File: config.mk
export PLATFORM = sky130hd
export DESIGN_NAME = amcf_top
export DESIGN_NICKNAME = d
export VERILOG_FILES = /design/src/amcf_pkg.sv /design/src/amcf_top.sv
export SDC_FILE = /design/constraint.sdc
export NUM_CORES = 1
export LEC_CHECK = 0
export BUFFER_PORTS_ARGS = -buffer_cell sky130_fd_sc_hd__clkbuf_2
export CORE_AREA = 2 2 144 132
export CTS_CLUSTER_DIAMETER = 60
export DETAILED_ROUTE_END_ITERATION = 10
export DIE_AREA = 0 0 146 134
export PLACE_DENSITY = 0.76
export SLEW_MARGIN = 20
export SYNTH_ARGS = -nofsm -noshare
export SYNTH_HDL_FRONTEND = slang
export SYNTH_SLANG_ARGS = --single-unit
File: constraint.sdc
create_clock -name clk -period 2.7 [get_ports clk]
set_input_delay 0.54 -clock clk [delete_from_list [all_inputs] [get_ports clk]]
set_output_delay 0.54 -clock clk [all_outputs]
set_load 0.02 [all_outputs]
File: src/amcf_pkg.sv
/*
 * Constants and types for the analog module configuration and data word
 * formatting block: register offsets, field positions, timing and states.
 * Assumes a 40 MHz system clock and an AXI4-Lite master with 32-bit data.
 */
`default_nettype none

package amcf_pkg;

    // ------------------------------------------------------------------
    // Timing
    // ------------------------------------------------------------------
    localparam int AMCF_CLK_PERIOD_NS = 25;      // System clock period.
    localparam int AMCF_CONV_TIME_NS  = 149000;  // One input conversion.
    localparam int AMCF_CONV_CYCLES   = AMCF_CONV_TIME_NS / AMCF_CLK_PERIOD_NS;
    localparam int AMCF_CNT_W         = 13;      // Conversion counter width.

    // ------------------------------------------------------------------
    // Register map, byte addresses
    // ------------------------------------------------------------------
    localparam int          AMCF_ADDR_W       = 8;
    localparam logic [7:0]  AMCF_OFS_CFG      = 8'h00; // Latched setup.
    localparam logic [7:0]  AMCF_OFS_STATUS   = 8'h04; // Live status.
    localparam logic [7:0]  AMCF_OFS_OUT      = 8'h08; // Output word.
    localparam logic [7:0]  AMCF_OFS_IRQ_STAT = 8'h0c; // Sticky events.
    localparam logic [7:0]  AMCF_OFS_IRQ_CLR  = 8'h10; // Write one clears.
    localparam logic [7:0]  AMCF_OFS_IRQ_EN   = 8'h14; // Event enables.
    localparam logic [7:0]  AMCF_OFS_IN_BASE  = 8'h20; // Input word 0.
    localparam logic [7:0]  AMCF_OFS_IN_LAST  = 8'h3c; // Input word 7.
    localparam int          AMCF_IDX_LSB      = 2;     // Word index bit.

    // ------------------------------------------------------------------
    // Field positions
    // ------------------------------------------------------------------
    localparam int AMCF_CFG_SW_LSB   = 0;   // Six latched switches.
    localparam int AMCF_CFG_VAR_LSB  = 8;   // Latched variant strap.
    localparam int AMCF_CFG_UNI_BIT  = 12;  // Unipolar range.
    localparam int AMCF_CFG_WIDE_BIT = 13;  // Wider range.
    localparam int AMCF_CFG_GAIN_LSB = 16;  // Gain select.
    localparam int AMCF_CFG_ATT_LSB  = 20;  // Attenuation one-hot.
    localparam int AMCF_CFG_CUR_LSB  = 24;  // Per-channel current mode.
    localparam int AMCF_ST_SUPPLY    = 0;   // Supply good.
    localparam int AMCF_ST_BUSY      = 1;   // Conversion running.
    localparam int AMCF_ST_CFG       = 2;   // Switches latched.
    localparam int AMCF_IRQ_W        = 2;
    localparam int AMCF_IRQ_CONV     = 0;   // Conversion finished.
    localparam int AMCF_IRQ_SUPPLY   = 1;   // Supply lost.
    localparam int AMCF_CUR_CH_A     = 6;
    localparam int AMCF_CUR_CH_B     = 7;
    localparam int AMCF_DAC_LSB      = 4;   // Dropped output bits.

    localparam logic [1:0] AMCF_RESP_OKAY   = 2'h0;
    localparam logic [1:0] AMCF_RESP_SLVERR = 2'h2;

    // ------------------------------------------------------------------
    // Types
    // ------------------------------------------------------------------
    typedef enum logic [1:0] {
        AMCF_VAR_IN4   = 2'h0,
        AMCF_VAR_IN8   = 2'h1,
        AMCF_VAR_COMBO = 2'h2
    } amcf_variant_type;

    typedef enum logic [1:0] {
        AMCF_GAIN_LOW  = 2'h0,
        AMCF_GAIN_MID  = 2'h1,
        AMCF_GAIN_HIGH = 2'h2
    } amcf_gain_type;

    typedef enum logic [1:0] {
        AMCF_ST_IDLE = 2'b01,
        AMCF_ST_CONV = 2'b10
    } amcf_conv_state_type;

endpackage : amcf_pkg

`default_nettype wire

File: src/amcf_top.sv
/*
 * Configuration latch, range decode, input and output word formatting,
 * supply monitor and AXI4-Lite register slave of an analog I/O module.
 * Assumes all inputs synchronous to clk and an ADC whose result is valid
 * by the end of the conversion time after adc_start.
 */
// Notes on behaviour
// - Switches sampled once after reset, then frozen.
// - One common range for all channels.
// - Four-input: switches a-c give range.
// - Eight-input: switches c-e give range.
// - Eight-input: switches a,b set current mode.
// - Combo: f polarity, d-e gain, a-c attenuation.
// - Combo gain: d alone high, e alone middle, else low.
// - Input word left-justified, sign in MSB.
// - Unipolar word has three trailing zeros.
// - Bipolar word has four trailing zeros.
// - Output word drops four low bits.
// - Supply LED on when powered and fault-free.
// - Supply state readable by the controller.
// - A channel read starts a fresh conversion only when none is running.
`default_nettype none

module amcf_top
    import amcf_pkg::*;
#(
    parameter int CONV_CYCLES = AMCF_CONV_CYCLES
) (
    input  wire logic        clk,
    input  wire logic        rst_n,
    input  wire logic [1:0]  variant_sel,
    input  wire logic        cfg_switch_a,
    input  wire logic        cfg_switch_b,
    input  wire logic        cfg_switch_c,
    input  wire logic        cfg_switch_d,
    input  wire logic        cfg_switch_e,
    input  wire logic        cfg_switch_f,
    input  wire logic        supply_present,
    input  wire logic        supply_fault,
    input  wire logic [11:0] adc_result,
    input  wire logic [7:0]  s_axi_awaddr,
    input  wire logic        s_axi_awvalid,
    output logic             s_axi_awready,
    input  wire logic [31:0] s_axi_wdata,
    input  wire logic [3:0]  s_axi_wstrb,
    input  wire logic        s_axi_wvalid,
    output logic             s_axi_wready,
    output logic [1:0]       s_axi_bresp,
    output logic             s_axi_bvalid,
    input  wire logic        s_axi_bready,
    input  wire logic [7:0]  s_axi_araddr,
    input  wire logic        s_axi_arvalid,
    output logic             s_axi_arready,
    output logic [31:0]      s_axi_rdata,
    output logic [1:0]       s_axi_rresp,
    output logic             s_axi_rvalid,
    input  wire logic        s_axi_rready,
    output logic             adc_start,
    output logic [2:0]       adc_chan,
    output logic [11:0]      dac_data,
    output logic             dac_load,
    output logic             supply_good_led,
    output logic             unipolar,
    output logic             range_wide,
    output logic [1:0]       gain_sel,
    output logic [2:0]       atten_sel,
    output logic [7:0]       chan_current,
    output logic             irq
);

    // ------------------------------------------------------------------
    // Helpers
    // ------------------------------------------------------------------
    // Number of input channels that a variant really has.
    function automatic logic [3:0] amcf_chan_count(input logic [1:0] v);
        return (v == AMCF_VAR_IN8) ? 4'h8 : 4'h4;
    endfunction : amcf_chan_count

    // ------------------------------------------------------------------
    // Configuration latch and decode
    // ------------------------------------------------------------------
    logic        cfg_taken_r, cfg_taken_nxt;  // Switches captured.
    logic [5:0]  sw_r, sw_nxt;                // Frozen switch copy.
    logic [1:0]  var_r, var_nxt;              // Frozen variant strap.
    logic        uni_nxt, wide_nxt;
    logic [1:0]  gain_nxt;
    logic [2:0]  att_nxt;
    logic [7:0]  cur_nxt;

    // Capture once in the first cycle after reset; decode from the copy
    // only, so a switch bumped in service cannot move the range.
    always_comb begin
        cfg_taken_nxt = 1'b1;
        sw_nxt  = sw_r;
        var_nxt = var_r;
        if (!cfg_taken_r) begin
            sw_nxt  = {cfg_switch_f, cfg_switch_e, cfg_switch_d,
                       cfg_switch_c, cfg_switch_b, cfg_switch_a};
            var_nxt = variant_sel;
        end
        uni_nxt  = 1'b0;
        wide_nxt = 1'b0;
        gain_nxt = AMCF_GAIN_LOW;
        att_nxt  = 3'h0;
        cur_nxt  = 8'h00;
        // One set of range outputs feeds every channel.
        unique case (var_r)
            AMCF_VAR_IN4: begin
                uni_nxt  = sw_r[0];
                wide_nxt = !sw_r[1] && sw_r[2];
            end
            AMCF_VAR_IN8: begin
                uni_nxt  = sw_r[2];
                wide_nxt = !sw_r[3] && sw_r[4];
                cur_nxt[AMCF_CUR_CH_A] = sw_r[0];
                cur_nxt[AMCF_CUR_CH_B] = sw_r[1];
            end
            default: begin
                // Combination part; an unused strap code decodes here too.
                uni_nxt = sw_r[5];
                att_nxt = sw_r[2:0];
                if (sw_r[3] && !sw_r[4]) begin
                    gain_nxt = AMCF_GAIN_HIGH;
                end else if (sw_r[4] && !sw_r[3]) begin
                    gain_nxt = AMCF_GAIN_MID;
                end
            end
        endcase
    end

    always_ff @(posedge clk) begin
        if (!rst_n) begin
            cfg_taken_r  <= 1'b0;
            sw_r         <= 6'h00;
            var_r        <= AMCF_VAR_IN4;
            unipolar     <= 1'b0;
            range_wide   <= 1'b0;
            gain_sel     <= AMCF_GAIN_LOW;
            atten_sel    <= 3'h0;
            chan_current <= 8'h00;
        end else begin
            cfg_taken_r  <= cfg_taken_nxt;
            sw_r         <= sw_nxt;
            var_r        <= var_nxt;
            unipolar     <= uni_nxt;
            range_wide   <= wide_nxt;
            gain_sel     <= gain_nxt;
            atten_sel    <= att_nxt;
            chan_current <= cur_nxt;
        end
    end

    // ------------------------------------------------------------------
    // Bus slave, conversion sequencer, output word, supply and events
    // ------------------------------------------------------------------
    amcf_conv_state_type   st_r, st_nxt;          // Conversion state.
    logic [AMCF_CNT_W-1:0] cnt_r, cnt_nxt;        // Cycles into conversion.
    logic [15:0] in_word_r [8];                   // Formatted input words.
    logic [15:0] in_word_nxt [8];
    logic [15:0] out_word_r, out_word_nxt;        // Last output word.
    logic [AMCF_IRQ_W-1:0] irq_stat_r, irq_stat_nxt, irq_en_r, irq_en_nxt;
    logic        aw_hold_r, aw_hold_nxt, w_hold_r, w_hold_nxt;
    logic [7:0]  aw_addr_r, aw_addr_nxt;
    logic [31:0] w_data_r, w_data_nxt;
    logic [3:0]  w_strb_r, w_strb_nxt;
    logic        bvalid_nxt, rvalid_nxt, start_nxt, load_nxt, good_nxt;
    logic [1:0]  bresp_nxt, rresp_nxt;
    logic [31:0] rdata_nxt;
    logic [2:0]  chan_nxt;
    logic [11:0] dac_nxt;
    logic        conv_end;                        // Last conversion cycle.

    assign conv_end = (st_r == AMCF_ST_CONV) &&
                      (cnt_r == AMCF_CNT_W'(CONV_CYCLES - 1));

    always_comb begin
        logic [AMCF_IRQ_W-1:0] ev;
        logic                  is_in;
        logic [2:0]            idx;
        ev = '0;
        is_in = 1'b0;
        idx = 3'h0;
        st_nxt = st_r;
        cnt_nxt = cnt_r;
        in_word_nxt = in_word_r;
        out_word_nxt = out_word_r;
        irq_en_nxt = irq_en_r;
        irq_stat_nxt = irq_stat_r;
        aw_hold_nxt = aw_hold_r;
        aw_addr_nxt = aw_addr_r;
        w_hold_nxt = w_hold_r;
        w_data_nxt = w_data_r;
        w_strb_nxt = w_strb_r;
        bvalid_nxt = s_axi_bvalid && !s_axi_bready;
        bresp_nxt = s_axi_bresp;
        rvalid_nxt = s_axi_rvalid && !s_axi_rready;
        rresp_nxt = s_axi_rresp;
        rdata_nxt = s_axi_rdata;
        start_nxt = 1'b0;
        load_nxt = 1'b0;
        chan_nxt = adc_chan;
        dac_nxt = dac_data;
        good_nxt = supply_present && !supply_fault;
        if (supply_good_led && !good_nxt) begin
            ev[AMCF_IRQ_SUPPLY] = 1'b1;
        end
        // Address and data are accepted in either order.
        if (s_axi_awvalid && s_axi_awready) begin
            aw_hold_nxt = 1'b1;
            aw_addr_nxt = s_axi_awaddr;
        end
        if (s_axi_wvalid && s_axi_wready) begin
            w_hold_nxt = 1'b1;
            w_data_nxt = s_axi_wdata;
            w_strb_nxt = s_axi_wstrb;
        end
        // Perform the write once both halves are held.
        if (aw_hold_r && w_hold_r && !s_axi_bvalid) begin
            aw_hold_nxt = 1'b0;
            w_hold_nxt = 1'b0;
            bvalid_nxt = 1'b1;
            bresp_nxt = AMCF_RESP_OKAY;
            unique case (aw_addr_r)
                AMCF_OFS_OUT: begin
                    if (w_strb_r[0]) out_word_nxt[7:0] = w_data_r[7:0];
                    if (w_strb_r[1]) out_word_nxt[15:8] = w_data_r[15:8];
                    dac_nxt = out_word_nxt[15:AMCF_DAC_LSB];
                    load_nxt = 1'b1;
                end
                AMCF_OFS_IRQ_CLR: begin
                    if (w_strb_r[0]) begin
                        irq_stat_nxt = irq_stat_r &
                                       ~w_data_r[AMCF_IRQ_W-1:0];
                    end
                end
                AMCF_OFS_IRQ_EN: begin
                    if (w_strb_r[0]) irq_en_nxt = w_data_r[AMCF_IRQ_W-1:0];
                end
                default: bresp_nxt = AMCF_RESP_SLVERR;
            endcase
        end
        // Read: answer one cycle after the address is taken.
        if (s_axi_arvalid && s_axi_arready) begin
            rvalid_nxt = 1'b1;
            rresp_nxt = AMCF_RESP_OKAY;
            rdata_nxt = 32'h0;
            idx = s_axi_araddr[AMCF_IDX_LSB +: 3];
            is_in = (s_axi_araddr >= AMCF_OFS_IN_BASE) &&
                    (s_axi_araddr <= AMCF_OFS_IN_LAST) &&
                    (s_axi_araddr[1:0] == 2'h0);
            if (is_in && ({1'b0, idx} < amcf_chan_count(var_r))) begin
                rdata_nxt[15:0] = in_word_r[idx];
                // A read starts a fresh conversion of that channel when none is running.
                if (st_r == AMCF_ST_IDLE) begin
                    st_nxt = AMCF_ST_CONV;
                    cnt_nxt = '0;
                    chan_nxt = idx;
                    start_nxt = 1'b1;
                end
            end else begin
                unique case (s_axi_araddr)
                    AMCF_OFS_CFG: begin
                        rdata_nxt[AMCF_CFG_SW_LSB +: 6] = sw_r;
                        rdata_nxt[AMCF_CFG_VAR_LSB +: 2] = var_r;
                        rdata_nxt[AMCF_CFG_UNI_BIT] = unipolar;
                        rdata_nxt[AMCF_CFG_WIDE_BIT] = range_wide;
                        rdata_nxt[AMCF_CFG_GAIN_LSB +: 2] = gain_sel;
                        rdata_nxt[AMCF_CFG_ATT_LSB +: 3] = atten_sel;
                        rdata_nxt[AMCF_CFG_CUR_LSB +: 8] = chan_current;
                    end
                    AMCF_OFS_STATUS: begin
                        rdata_nxt[AMCF_ST_SUPPLY] = supply_good_led;
                        rdata_nxt[AMCF_ST_BUSY] = (st_r == AMCF_ST_CONV);
                        rdata_nxt[AMCF_ST_CFG] = cfg_taken_r;
                    end
                    AMCF_OFS_OUT: rdata_nxt[15:0] = out_word_r;
                    AMCF_OFS_IRQ_STAT:
                        rdata_nxt[AMCF_IRQ_W-1:0] = irq_stat_r;
                    AMCF_OFS_IRQ_EN:
                        rdata_nxt[AMCF_IRQ_W-1:0] = irq_en_r;
                    default: rresp_nxt = AMCF_RESP_SLVERR;
                endcase
            end
        end
        // Conversion runs its full time; reads meanwhile start nothing.
        if (st_r == AMCF_ST_CONV) begin
            cnt_nxt = cnt_r + 1'b1;
            if (conv_end) begin
                st_nxt = AMCF_ST_IDLE;
                ev[AMCF_IRQ_CONV] = 1'b1;
                if (unipolar) begin
                    in_word_nxt[adc_chan] = {1'b0, adc_result, 3'h0};
                end else begin
                    in_word_nxt[adc_chan] = {adc_result, 4'h0};
                end
            end
        end
        // A new event wins over a clear in the same cycle.
        irq_stat_nxt = irq_stat_nxt | ev;
    end

    // Ready signals come from flops and depend on held state only.
    always_ff @(posedge clk) begin
        if (!rst_n) begin
            st_r <= AMCF_ST_IDLE;
            cnt_r <= '0;
            for (int i = 0; i < 8; i++) in_word_r[i] <= 16'h0000;
            out_word_r <= 16'h0000;
            irq_stat_r <= '0;
            irq_en_r <= '0;
            aw_hold_r <= 1'b0;
            aw_addr_r <= 8'h00;
            w_hold_r <= 1'b0;
            w_data_r <= 32'h0000_0000;
            w_strb_r <= 4'h0;
            s_axi_awready <= 1'b0;
            s_axi_wready <= 1'b0;
            s_axi_bvalid <= 1'b0;
            s_axi_bresp <= AMCF_RESP_OKAY;
            s_axi_arready <= 1'b0;
            s_axi_rvalid <= 1'b0;
            s_axi_rresp <= AMCF_RESP_OKAY;
            s_axi_rdata <= 32'h0000_0000;
            adc_start <= 1'b0;
            adc_chan <= 3'h0;
            dac_data <= 12'h000;
            dac_load <= 1'b0;
            supply_good_led <= 1'b0;
            irq <= 1'b0;
        end else begin
            st_r <= st_nxt;
            cnt_r <= cnt_nxt;
            in_word_r <= in_word_nxt;
            out_word_r <= out_word_nxt;
            irq_stat_r <= irq_stat_nxt;
            irq_en_r <= irq_en_nxt;
            aw_hold_r <= aw_hold_nxt;
            aw_addr_r <= aw_addr_nxt;
            w_hold_r <= w_hold_nxt;
            w_data_r <= w_data_nxt;
            w_strb_r <= w_strb_nxt;
            s_axi_awready <= !aw_hold_nxt && !bvalid_nxt;
            s_axi_wready <= !w_hold_nxt && !bvalid_nxt;
            s_axi_bvalid <= bvalid_nxt;
            s_axi_bresp <= bresp_nxt;
            s_axi_arready <= !rvalid_nxt;
            s_axi_rvalid <= rvalid_nxt;
            s_axi_rresp <= rresp_nxt;
            s_axi_rdata <= rdata_nxt;
            adc_start <= start_nxt;
            adc_chan <= chan_nxt;
            dac_data <= dac_nxt;
            dac_load <= load_nxt;
            supply_good_led <= good_nxt;
            irq <= |(irq_stat_nxt & irq_en_nxt);
        end
    end

    // ------------------------------------------------------------------
    // Checks
    // ------------------------------------------------------------------
    logic [AMCF_CNT_W-1:0] since_start_r;  // Cycles since adc_start.
    always_ff @(posedge clk) begin
        if (!rst_n || adc_start) since_start_r <= '0;
        else since_start_r <= since_start_r + 1'b1;
    end
endmodule : amcf_top

`default_nettype wire

==> impl_metrics.toml, run 1 <==
[run_status]
status = "finished clean"

[worst_setup_path]
r2r-start = "st_r[1]"
crit_buf_inv = 1
critPathMaxFanout = 15
worstSetupEndpointType = "primary output"
start_kind = "register"
r2r_end = "in_word_r[102]"
r2r_cells = 6
crit_chain = "clkbuf_2"
worstPathArrival_ns = 1.61
path_class = "reg2out"
slowest_stage = "dfxtp_1"
rrSetupSlack_ns = 0.55
cpPeakStageDelay_ns = 0.81
cp.required_ns = 2.16
critPathTopFamily = "flip-flops"

[routing]
avgRoutedWirePerCell_um = 18.9
met2_length_um = 12900
ant_nets = 0
viasPerCell = 6.17
drt_iter0_drc = 890
m1WireLength_um = 11600
drc_errors = 0
top_layer = "met4"
dr.pass1.iters = 6
dr_wl_met3_um = 2170
wirelength_um = 27700
via_count = 9076

[synth]
synth_cell_types = 57
synth.avg_cell_area_um2 = 8.81
synth_seq_cells = 222
synth_common_cells = "dfxtp_1 (222), a21oi_1 (150), o21ai_0 (119)"
syn_area_mm2 = 0.0101
synthArstFlopShare_pct = 0
ys_warn_count = 0
synth_edf_count = 0
synth_most_common_cell = "dfxtp_1"
ys_seq_area_share_pct = 44.0
synth_area_leader_cell = "dfxtp_1"
ys.flop_type = "dfxtp_1"
synth_top_cell_area_share_pct = 44.0
synthTopCellsByArea = "dfxtp_1 (44%), a21oi_1 (7.4%), mux2i_1 (6.0%)"
syn_inst = 1147

[floorplanning]
ioPinCount = 156
die_w_um = 146
rows = 47
start_util_pct = 55.8
die_y_um = 134
dieArea_mm2 = 0.0196
coreArea_mm2 = 0.0181

[global_routing]
grtUsageTotal_pct = 27.5
grt_max_degree = 106
grt_pass1_vias = 8441
grt-ovfl-total = 0
antenna_found_initial = 0
grt_pass1_wl_um = 44200

[finish]
drive_gt1_share_pct = 20.1
layout.cells.non_filler = 1470
fin_nets = 1296
area_delta_synth_final_pct = 13.8
fin_util_pct = 63.5
diodes = 0

[placement]
gp_congestion = 0.818
dpl.hpwl_um = 17800
portBuffers = 120
post-place-cells = 1430

[sta]
hold_viol = 0
maxSlewViolCount = 0
setup_tns_ns = 0
worst_slew_pin_slew_ns = 0.768
fin_worst_skew_ns = 0.0155
maxSlewHeadroom_pct = 48.8
holdWs_ns = 0.246
fin_crit_sh_pct = 79.8
fin_crit_ns = 2.15
rsz0062_at_grt = "no"
setup_viol = 0
fmax_mhz = 464

[min_path]
holdCritStartpoint = "s_axi_wdata[11]"
hold_depth = 3
hold_end = "w_data_r[11]"
hold_class = "in2reg"

[clock_network]
cts_setup_buffers = 0
path_clk_slew_ns = 0.06
cts_tree = "built"
clk_latency_ns = 0.52
cts.sinks = 222
postCtsResizedCells = 0
cts_buffers = 23
clockBufferDepth = 3
hold_buffers = 0
h-tree-depth = 1
root_buffer = "clkbuf_16"

[power_and_ir_drop]
leakagePower_nw = 4.35
power.density_mw_per_mm2 = 596
vdd_ir_drop_max_v = 0.000421
power_w = 0.00685

[flow_run]
maxCapViolations = 0
registers in the layout, indices dropped and copies added (netlist names), 3 cells and up:
name / count
in_word_r: 104
s_axi_rdata: 23
out_word_r: 16
w_data_r: 16
cnt_r: 13
aw_addr_r: 8
sw_r: 6
adc_chan: 3
atten_sel: 3
through the flow:
stage               worst slack [ns]  area (um^2)
floorplan                      0.379        10200
global placement               0.220        10800
detailed placement             0.219        10800
CTS                            0.547        11500
global route                   0.365        11500
finish                         0.546        11500
where the power goes:
| group | switching, W | internal, W | total, W |
|---|---|---|---|
| Sequential | 0.0000422 | 0.00332 | 0.00336 |
| Combinational | 0.000286 | 0.000156 | 0.000442 |
| Clock | 0.00129 | 0.00176 | 0.00305 |
| Total | 0.00162 | 0.00523 | 0.00685 |
logic make-up (layout without fill, tap and decap cells):
family                     count (synthesis)  after routing  synth area share [%]
and+or+nand+nor                          331            331                  16.5
buffers and inverters                    145            207                  6.83
adders and majority gates                  5              5                 0.619
DFF                                      222            222                  44.0
muxes                                     97             97                  12.1
AOI/OAI and AO/OA                        346            346                  20.0
other                                      1             17                0.0371
how the worst max path moves through the flow:
stage | from | end | slack [ns] | cells past startpoint
2_1_floorplan | s_axi_araddr[2] | s_axi_rdata[12] | 0.38 | 6
6_report | unipolar | unipolar | 0.55 | 1
4_1_cts | unipolar | unipolar | 0.55 | 1
3_5_place_dp | s_axi_araddr[1] | cnt_r[12] | 0.22 | 7
3_3_place_gp | s_axi_araddr[1] | cnt_r[12] | 0.22 | 7
5_1_grt | var_r[0] | cnt_r[12] | 0.36 | 5
cell type report:
| type | count | area (um^2) |
|---|---|---|
| sequential | 222 | 4440 |
| clock buffer | 36 | 694 |
| clock inverter | 4 | 23.8 |
| inverter | 13 | 53.8 |
| multi-input combinational | 796 | 5040 |
| tap | 245 | 307 |
| timing repair buffer | 154 | 943 |
| fill | 1543 | 6610 |
placed cells by master (no fill, tap or decap), types with 3 or more instances in the layout:
master       n
mux2_2      18
inv_1       12
a311o_2     11
a2111oi_0    4
nand4_1      9
nand3b_1     3
buf_12       7
nor3_1       9
buf_4       27
clkbuf_8     7
a22o_1       3
clkinv_2     3
and2_1       8
mux2i_1     61
a21oi_1    150
nor2b_1      8
clkbuf_2   120
nand2_1     79
clkbuf_1     6
clkbuf_16   23
a22oi_1     20
and3b_1      3
and3_1      11
nand2b_1     4
and4_1       3
a211oi_1     5
o21ai_0    119
conb_1      17
nand3_1    117
nor3b_1      5
mux4_2      18
o2111ai_1    4
o211ai_1    14
nor4_1       7
nor2_1      50
dfxtp_1    222
o22ai_1      3
ha_1         5
metal layers:
metal | global-route usage (%) | vias up
met5 | 0 | -
li1 | - | 4257
met2 | 44.2 | 395
met4 | 11.2 | 0
met3 | 4.97 | 74
met1 | 37.1 | 4350
(Power assumes the default switching activity.)
==> inputs of run 2 (changes only) <==
ABC_AREA = 1   (was unset)
CORE_AREA = 2 2 157 144   (was 2 2 144 132)
DIE_AREA = 0 0 159 146   (was 0 0 146 134)
PLACE_DENSITY = 0.72   (was 0.76)
clock period = 1.8 ns   (was 2.7 ns; I/O delays follow)
==> impl_metrics.toml, run 2 <==
[clock_network]
cts_buffers = 24
clk_latency_ns = 0.53
clockBufferDepth = 3
cts.sinks = 222
hold_buffers = 0
root_buffer = "clkbuf_16"
cts_tree = "built"
h-tree-depth = 1
path_clk_slew_ns = 0.06

[finish]
fin_area_mm2 = 0.0137
diodes = 0
fin_util_pct = 63.7
drive_gt1_share_pct = 19.7
top_register = "in_word_r"
final_common_cell = "nand2_1"
fin_nets = 1926
area_delta_synth_final_pct = 23.8
largest_register_ffs = 104
reg.largest.list = "in_word_r (104), s_axi_rdata (23)"
mostFrequentLayoutCells = "nand2_1 (326), nor2_1 (250), dfxtp_1 (217), o21ai_0 (182), nand3_1 (146)"
nFillCells = 2015

[sta]
rsz0062_at_grt = "yes"
fin_crit_sh_pct = 100
fin_crit_ns = 1.80
setup_tns_ns = -0.00444
finalWorstSetupSlack_ns = -0.00444
fmax_mhz = 554
maxSlewHeadroom_pct = 66.2
hold_viol = 0
setup_viol = 1
holdWs_ns = 0.0206
fin_worst_skew_ns = 0.00904
maxSlewViolCount = 0
worst_slew_pin_slew_ns = 0.507

[placement]
dpl.hpwl_um = 24800
gp_congestion = 0.975
portBuffers = 120
preCtsSetupSlack_ns = -0.245
dpl-instance-area_mm2 = 0.0124

[flow_run]
maxCapViolations = 0

[run_status]
violations = "setup timing"
status = "finished, violations left"

[routing]
drt_iter0_drc = 1259
viasPerCell = 5.51
drc_errors = 0
avgRoutedWirePerCell_um = 16.9
via_count = 11800
wirelength_um = 36300
dr.pass1.iters = 5
ant_nets = 0

[synth]
syn_inst = 1682
synth.avg_cell_area_um2 = 6.56
synthArstFlopShare_pct = 0
synthTopCellsByArea = "dfxtp_1 (40%), nand2_1 (11%), nor2_1 (9.2%)"
ys.flop_type = "dfxtp_1"
synth_edf_count = 0
synth_cell_types = 34
synth_most_common_cell = "nand2_1"
synth_seq_cells = 222
ys_warn_count = 0
synth_top_cell_area_share_pct = 40.3
syn_area_mm2 = 0.0110
synth_area_leader_cell = "dfxtp_1"
synth_common_cells = "nand2_1 (336), nor2_1 (270), dfxtp_1 (222)"
ys_seq_area_share_pct = 40.3

[global_routing]
grtUsageTotal_pct = 29.8
use_met3_pct = 6.55
grtUsageMet1_pct = 40.7
grt-busiest-layer = "met2"
antenna_found_initial = 0
grt_max_degree = 81
grt_pass1_vias = 10700
gr-usage-met2_pct = 46.8
grt-ovfl-total = 0
grt_pass1_wl_um = 56300

[power_and_ir_drop]
switching_share_pct = 24.8
power.density_mw_per_mm2 = 810
power_frac_seq_pct = 45.6
intPower_w = 0.00833
p_clk_share_pct = 46.4
leakagePower_nw = 5.84
comb_power_share_pct = 8.0
switchingPower_w = 0.00274
vdd_ir_drop_max_v = 0.000652

[worst_setup_path]
worstPathArrival_ns = 2.22
path_class = "reg2reg"
r2r-start = "cnt_r[0]"
crit_start = "cnt_r[0]"
rrSetupSlack_ns = -0.004
cp.required_ns = 2.22
critPathMaxFanout = 7
setup.worst_path.end = "in_word_r[75]"
r2r_end = "in_word_r[75]"
r2r_cells = 11
worstSetupEndpointType = "register"
start_kind = "register"

[floorplanning]
coreArea_mm2 = 0.0214
start_util_pct = 51.5
rows = 51
ioPinCount = 156
die_y_um = 146
dieArea_mm2 = 0.0232
die_w_um = 159

[min_path]
hold_class = "in2reg"
holdCritStartpoint = "supply_fault"
[run 2: cell count changes after synthesis, sizes merged, moves of 35 or more]
| cell | delta |
|---|---|
| inv | +110 |
| o21ai | +76 |
| nor2 | +224 |
| nor3 | +35 |
| mux2i | -61 |
| nand2 | +263 |
[run 2: area by class of cell]
cell class / instances / area [um^2] / area share (%)
clock buffer: 33 / 716 / 5.24
timing repair buffer: 243 / 1720 / 12.6
sequential: 222 / 4450 / 32.6
inverter: 129 / 499 / 3.65
tap: 291 / 364 / 2.67
clock inverter: 11 / 118 / 0.861
multi-input combinational: 1220 / 5800 / 42.4
[run 2: kinds of logic (layout without fill, tap and decap cells)]
family	count (synthesis)	in the layout	synth area share [%]
AO/OA/AOI/OAI	344	344	16.2
XOR/XNOR	4	4	0.317
adder cells (fa/ha/maj)	5	5	0.567
buffers and inverters	257	416	10.2
flip-flops	222	222	40.3
other	1	17	0.0340
AND/OR/NAND/NOR	849	850	32.4
[run 2: metal layers]
| metal | up-vias | wire [um] |
|---|---|---|
| met5 | - | 0 |
| met4 | 0 | 1280 |
| met3 | 93 | 3490 |
| met2 | 584 | 16100 |
| met1 | 5395 | 15400 |
| li1 | 5777 | - |
[run 2: worst min-delay path by stage]
stage               slack (ns)         endpoint  cells after the start
CTS                       0.01  supply_good_led                      2
global placement          0.44    out_word_r[4]                      2
detailed placement        0.45    s_axi_awready                      1
finish                    0.02  supply_good_led                      2
global route              0.02  supply_good_led                      2
floorplan                 0.39      cfg_taken_r                      0
[run 2: power by group through the flow]
stage	clock network, W	registers [W]	logic, W
floorplan	0	0.00517	0.000504
global placement	0	0.00515	0.000850
detailed placement	0	0.00516	0.000858
CTS	0.00518	0.00505	0.000862
global route	0.00540	0.00505	0.000951
finish	0.00514	0.00505	0.000887
[run 2: timing repair]
action | in CTS | in global routing
cloned | 1 | 2
setup buffers | 3 | 4
setup endpoints to repair | 105 | 105
pin swaps | 4 | 11
gates resized for setup | 15 | 96
[run 2: through the flow]
step | total power [W] | cells
after global routing | 0.0114 | 2149
after detailed placement | 0.00601 | 2095
after global placement | 0.00600 | 2095
after CTS | 0.0111 | 2143
final | 0.0111 | 2149
after floorplan | 0.00567 | 1698
[run 2: worst max-delay path: stages (launching register included)]
cell     delay (ns)
dfxtp_2        0.35
ha_4           0.15
nand2_4        0.06
nor3_4         0.26
buf_6          0.14
nand3_4        0.13
buf_6          0.17
nor2_4         0.09
buf_8          0.15
inv_8          0.05
nor2_2         0.08
nor2_1         0.05
==> inputs of run 3 (changes only) <==
ABC_AREA = unset   (was 1)
CORE_AREA = 2 2 152 139   (was 2 2 157 144)
DIE_AREA = 0 0 154 141   (was 0 0 159 146)
==> impl_metrics.toml, run 3 (same netlist as run 1, synthesis figures left out) <==
[worst_setup_path]
worstPathArrival_ns = 2.22
crit_start = "st_r[0]"
worstSetupEndpointType = "register"
r2r_end = "in_word_r[100]"
r2r-start = "st_r[0]"
slowest_stage = "dfxtp_2"
crit_buf_inv = 4
cp.required_ns = 2.24
critPathMostFrequentCell = "buf_12"
cpPeakStageDelay_ns = 0.33
crit_chain = "inv_2 -> ha_2 -> nand2_1 -> and4b_2 -> buf_12 -> buf_12 -> clkbuf_16 -> nand3_1 -> a21oi_1"
critPathMaxFanout = 10
rrSetupSlack_ns = 0.02
critPathTopFamily = "buffers and inverters"
start_kind = "register"
r2r_cells = 9
path_class = "reg2reg"
cp.depth = 9
setup.worst_path.end = "in_word_r[100]"

[sta]
maxSlewViolCount = 0
worst_slew_pin_slew_ns = 0.645
fmax_mhz = 562
setup_viol = 0
fin_worst_skew_ns = 0.0240
fin_crit_ns = 1.78
hold_viol = 0
rsz0062_at_grt = "yes"
maxSlewHeadroom_pct = 56.9
fin_crit_sh_pct = 98.8
finalWorstSetupSlack_ns = 0.0213

[global_routing]
grtUsageTotal_pct = 25.7
grt_max_degree = 83
antenna_found_initial = 1
grt-ovfl-total = 0
grt_pass1_wl_um = 46200
grt_pass1_vias = 8985

[placement]
gp_congestion = 0.835
dpl.hpwl_um = 18700
preCtsSetupSlack_ns = -0.224
portBuffers = 120
dpl-instance-area_mm2 = 0.0113

[clock_network]
root_buffer = "clkbuf_16"
cts.sinks = 222
path_clk_slew_ns = 0.06
clk_latency_ns = 0.52
cts_buffers = 24
hold_buffers = 0
clockBufferDepth = 3
h-tree-depth = 1
cts_tree = "built"

[routing]
via_count = 9366
dr.pass1.iters = 5
avgRoutedWirePerCell_um = 18.8
drc_errors = 0
ant_nets = 0
viasPerCell = 6.02
wirelength_um = 29300
drt_iter0_drc = 927

[finish]
mostFrequentLayoutCells = "dfxtp_1 (214), a21oi_1 (146), clkbuf_2 (120), nand3_1 (117), buf_4 (80)"
reg.largest.list = "in_word_r (104), s_axi_rdata (23)"
fin_nets = 1362
area_delta_synth_final_pct = 23.3
fin_util_pct = 61.3
nFillCells = 1674
drive_gt1_share_pct = 26.7
fin_area_mm2 = 0.0125
top_register = "in_word_r"
largest_register_ffs = 104
final_common_cell = "dfxtp_1"

[floorplanning]
rows = 50
die_w_um = 154
start_util_pct = 49.7
dieArea_mm2 = 0.0217
coreArea_mm2 = 0.0203
die_y_um = 141
ioPinCount = 156

[power_and_ir_drop]
leakagePower_nw = 4.79
power_frac_seq_pct = 45.6
p_clk_share_pct = 47.8
switchingPower_w = 0.00250
power.density_mw_per_mm2 = 886
switching_share_pct = 22.7
vdd_ir_drop_max_v = 0.000587
comb_power_share_pct = 6.6
intPower_w = 0.00854

[min_path]
hold_class = "in2reg"

[run_status]
status = "finished clean"

[flow_run]
maxCapViolations = 0
[run 3: cell count changes in the layout (fill, tap and decap cells not counted), moves of 21 or more]
| cell | before | now |
|---|---|---|
| nand3_1 | 146 | 117 |
| nor2_1 | 250 | 50 |
| o21ai_0 | 182 | 73 |
| nor3_1 | 34 | 9 |
| inv_1 | 114 | 11 |
| o21ai_1 | 11 | 42 |
| a21oi_1 | 124 | 146 |
| nand2_1 | 326 | 78 |
| mux2i_1 | 0 | 61 |
| buf_4 | 101 | 80 |
[run 3: worst register-to-register path, stage by stage, from the launching register on]
cell and delay (ns):
dfxtp_2 0.33, inv_2 0.07, ha_2 0.19, nand2_1 0.09, and4b_2 0.34, buf_12 0.12
buf_12 0.15, clkbuf_16 0.18, nand3_1 0.08, a21oi_1 0.17
[run 3: layout make-up]
class | count | area [um^2] | area share, %
Clock inverter | 9 | 149 | 1.19
Antenna cell | 1 | 2.50 | 0.0201
Tap cell | 260 | 325 | 2.61
Timing Repair Buffer | 219 | 1600 | 12.9
Inverter | 13 | 53.8 | 0.432
Sequential cell | 222 | 4450 | 35.7
Clock buffer | 35 | 703 | 5.64
Multi-Input combinational cell | 796 | 5170 | 41.5
[run 3: what timing repair did]
item	4_1_cts	5_1_grt
setup endpoints to repair	55	103
pin swaps	1	3
resized for setup	4	75
gates cloned	1	4
setup buffers	4	0
[run 3: worst min-delay path by stage]
stage          cells after the start      endpoint  slack (ns)            start
4_1_cts                            3  aw_addr_r[3]        0.06  s_axi_awaddr[3]
3_5_place_dp                       1   gain_sel[0]        0.45          sw_r[3]
6_report                           3  w_data_r[10]        0.06  s_axi_wdata[10]
2_1_floorplan                      0   cfg_taken_r        0.39            rst_n
5_1_grt                            3  aw_addr_r[5]        0.07  s_axi_awaddr[5]
3_3_place_gp                       1   gain_sel[0]        0.44          sw_r[3]
[run 3: power groups by stage]
stage | combinational, W | sequential [W] | clock [W]
2_1_floorplan | 0.000452 | 0.00514 | 0
3_3_place_gp | 0.000706 | 0.00514 | 0
3_5_place_dp | 0.000713 | 0.00514 | 0
4_1_cts | 0.000718 | 0.00504 | 0.00533
5_1_grt | 0.000787 | 0.00504 | 0.00553
6_report | 0.000731 | 0.00504 | 0.00527
[run 3: per-stage QoR]
step,hold WS [ns],std cells,TNS [ns],total power [W]
2_1_floorplan,0.388,1163,-1.17,0.00559
3_3_place_gp,0.435,1501,-4.26,0.00585
3_5_place_dp,0.448,1501,-5.71,0.00586
4_1_cts,0.0608,1550,0,0.0111
5_1_grt,0.0746,1554,-0.0878,0.0114
6_report,0.0618,1555,0,0.0110
[run 3: metal layers]
layer  wire length [um]  global-route usage (%)  part of all wire (%)  vias to the layer above
met5                  0                       0                     0                        -
met4                739                    7.92                   2.5                        0
met3               2190                    4.03                   7.5                       70
met2              14000                    43.4                    48                      370
met1              12400                    34.1                    42                     4522
li1                   -                       -                     -                     4404
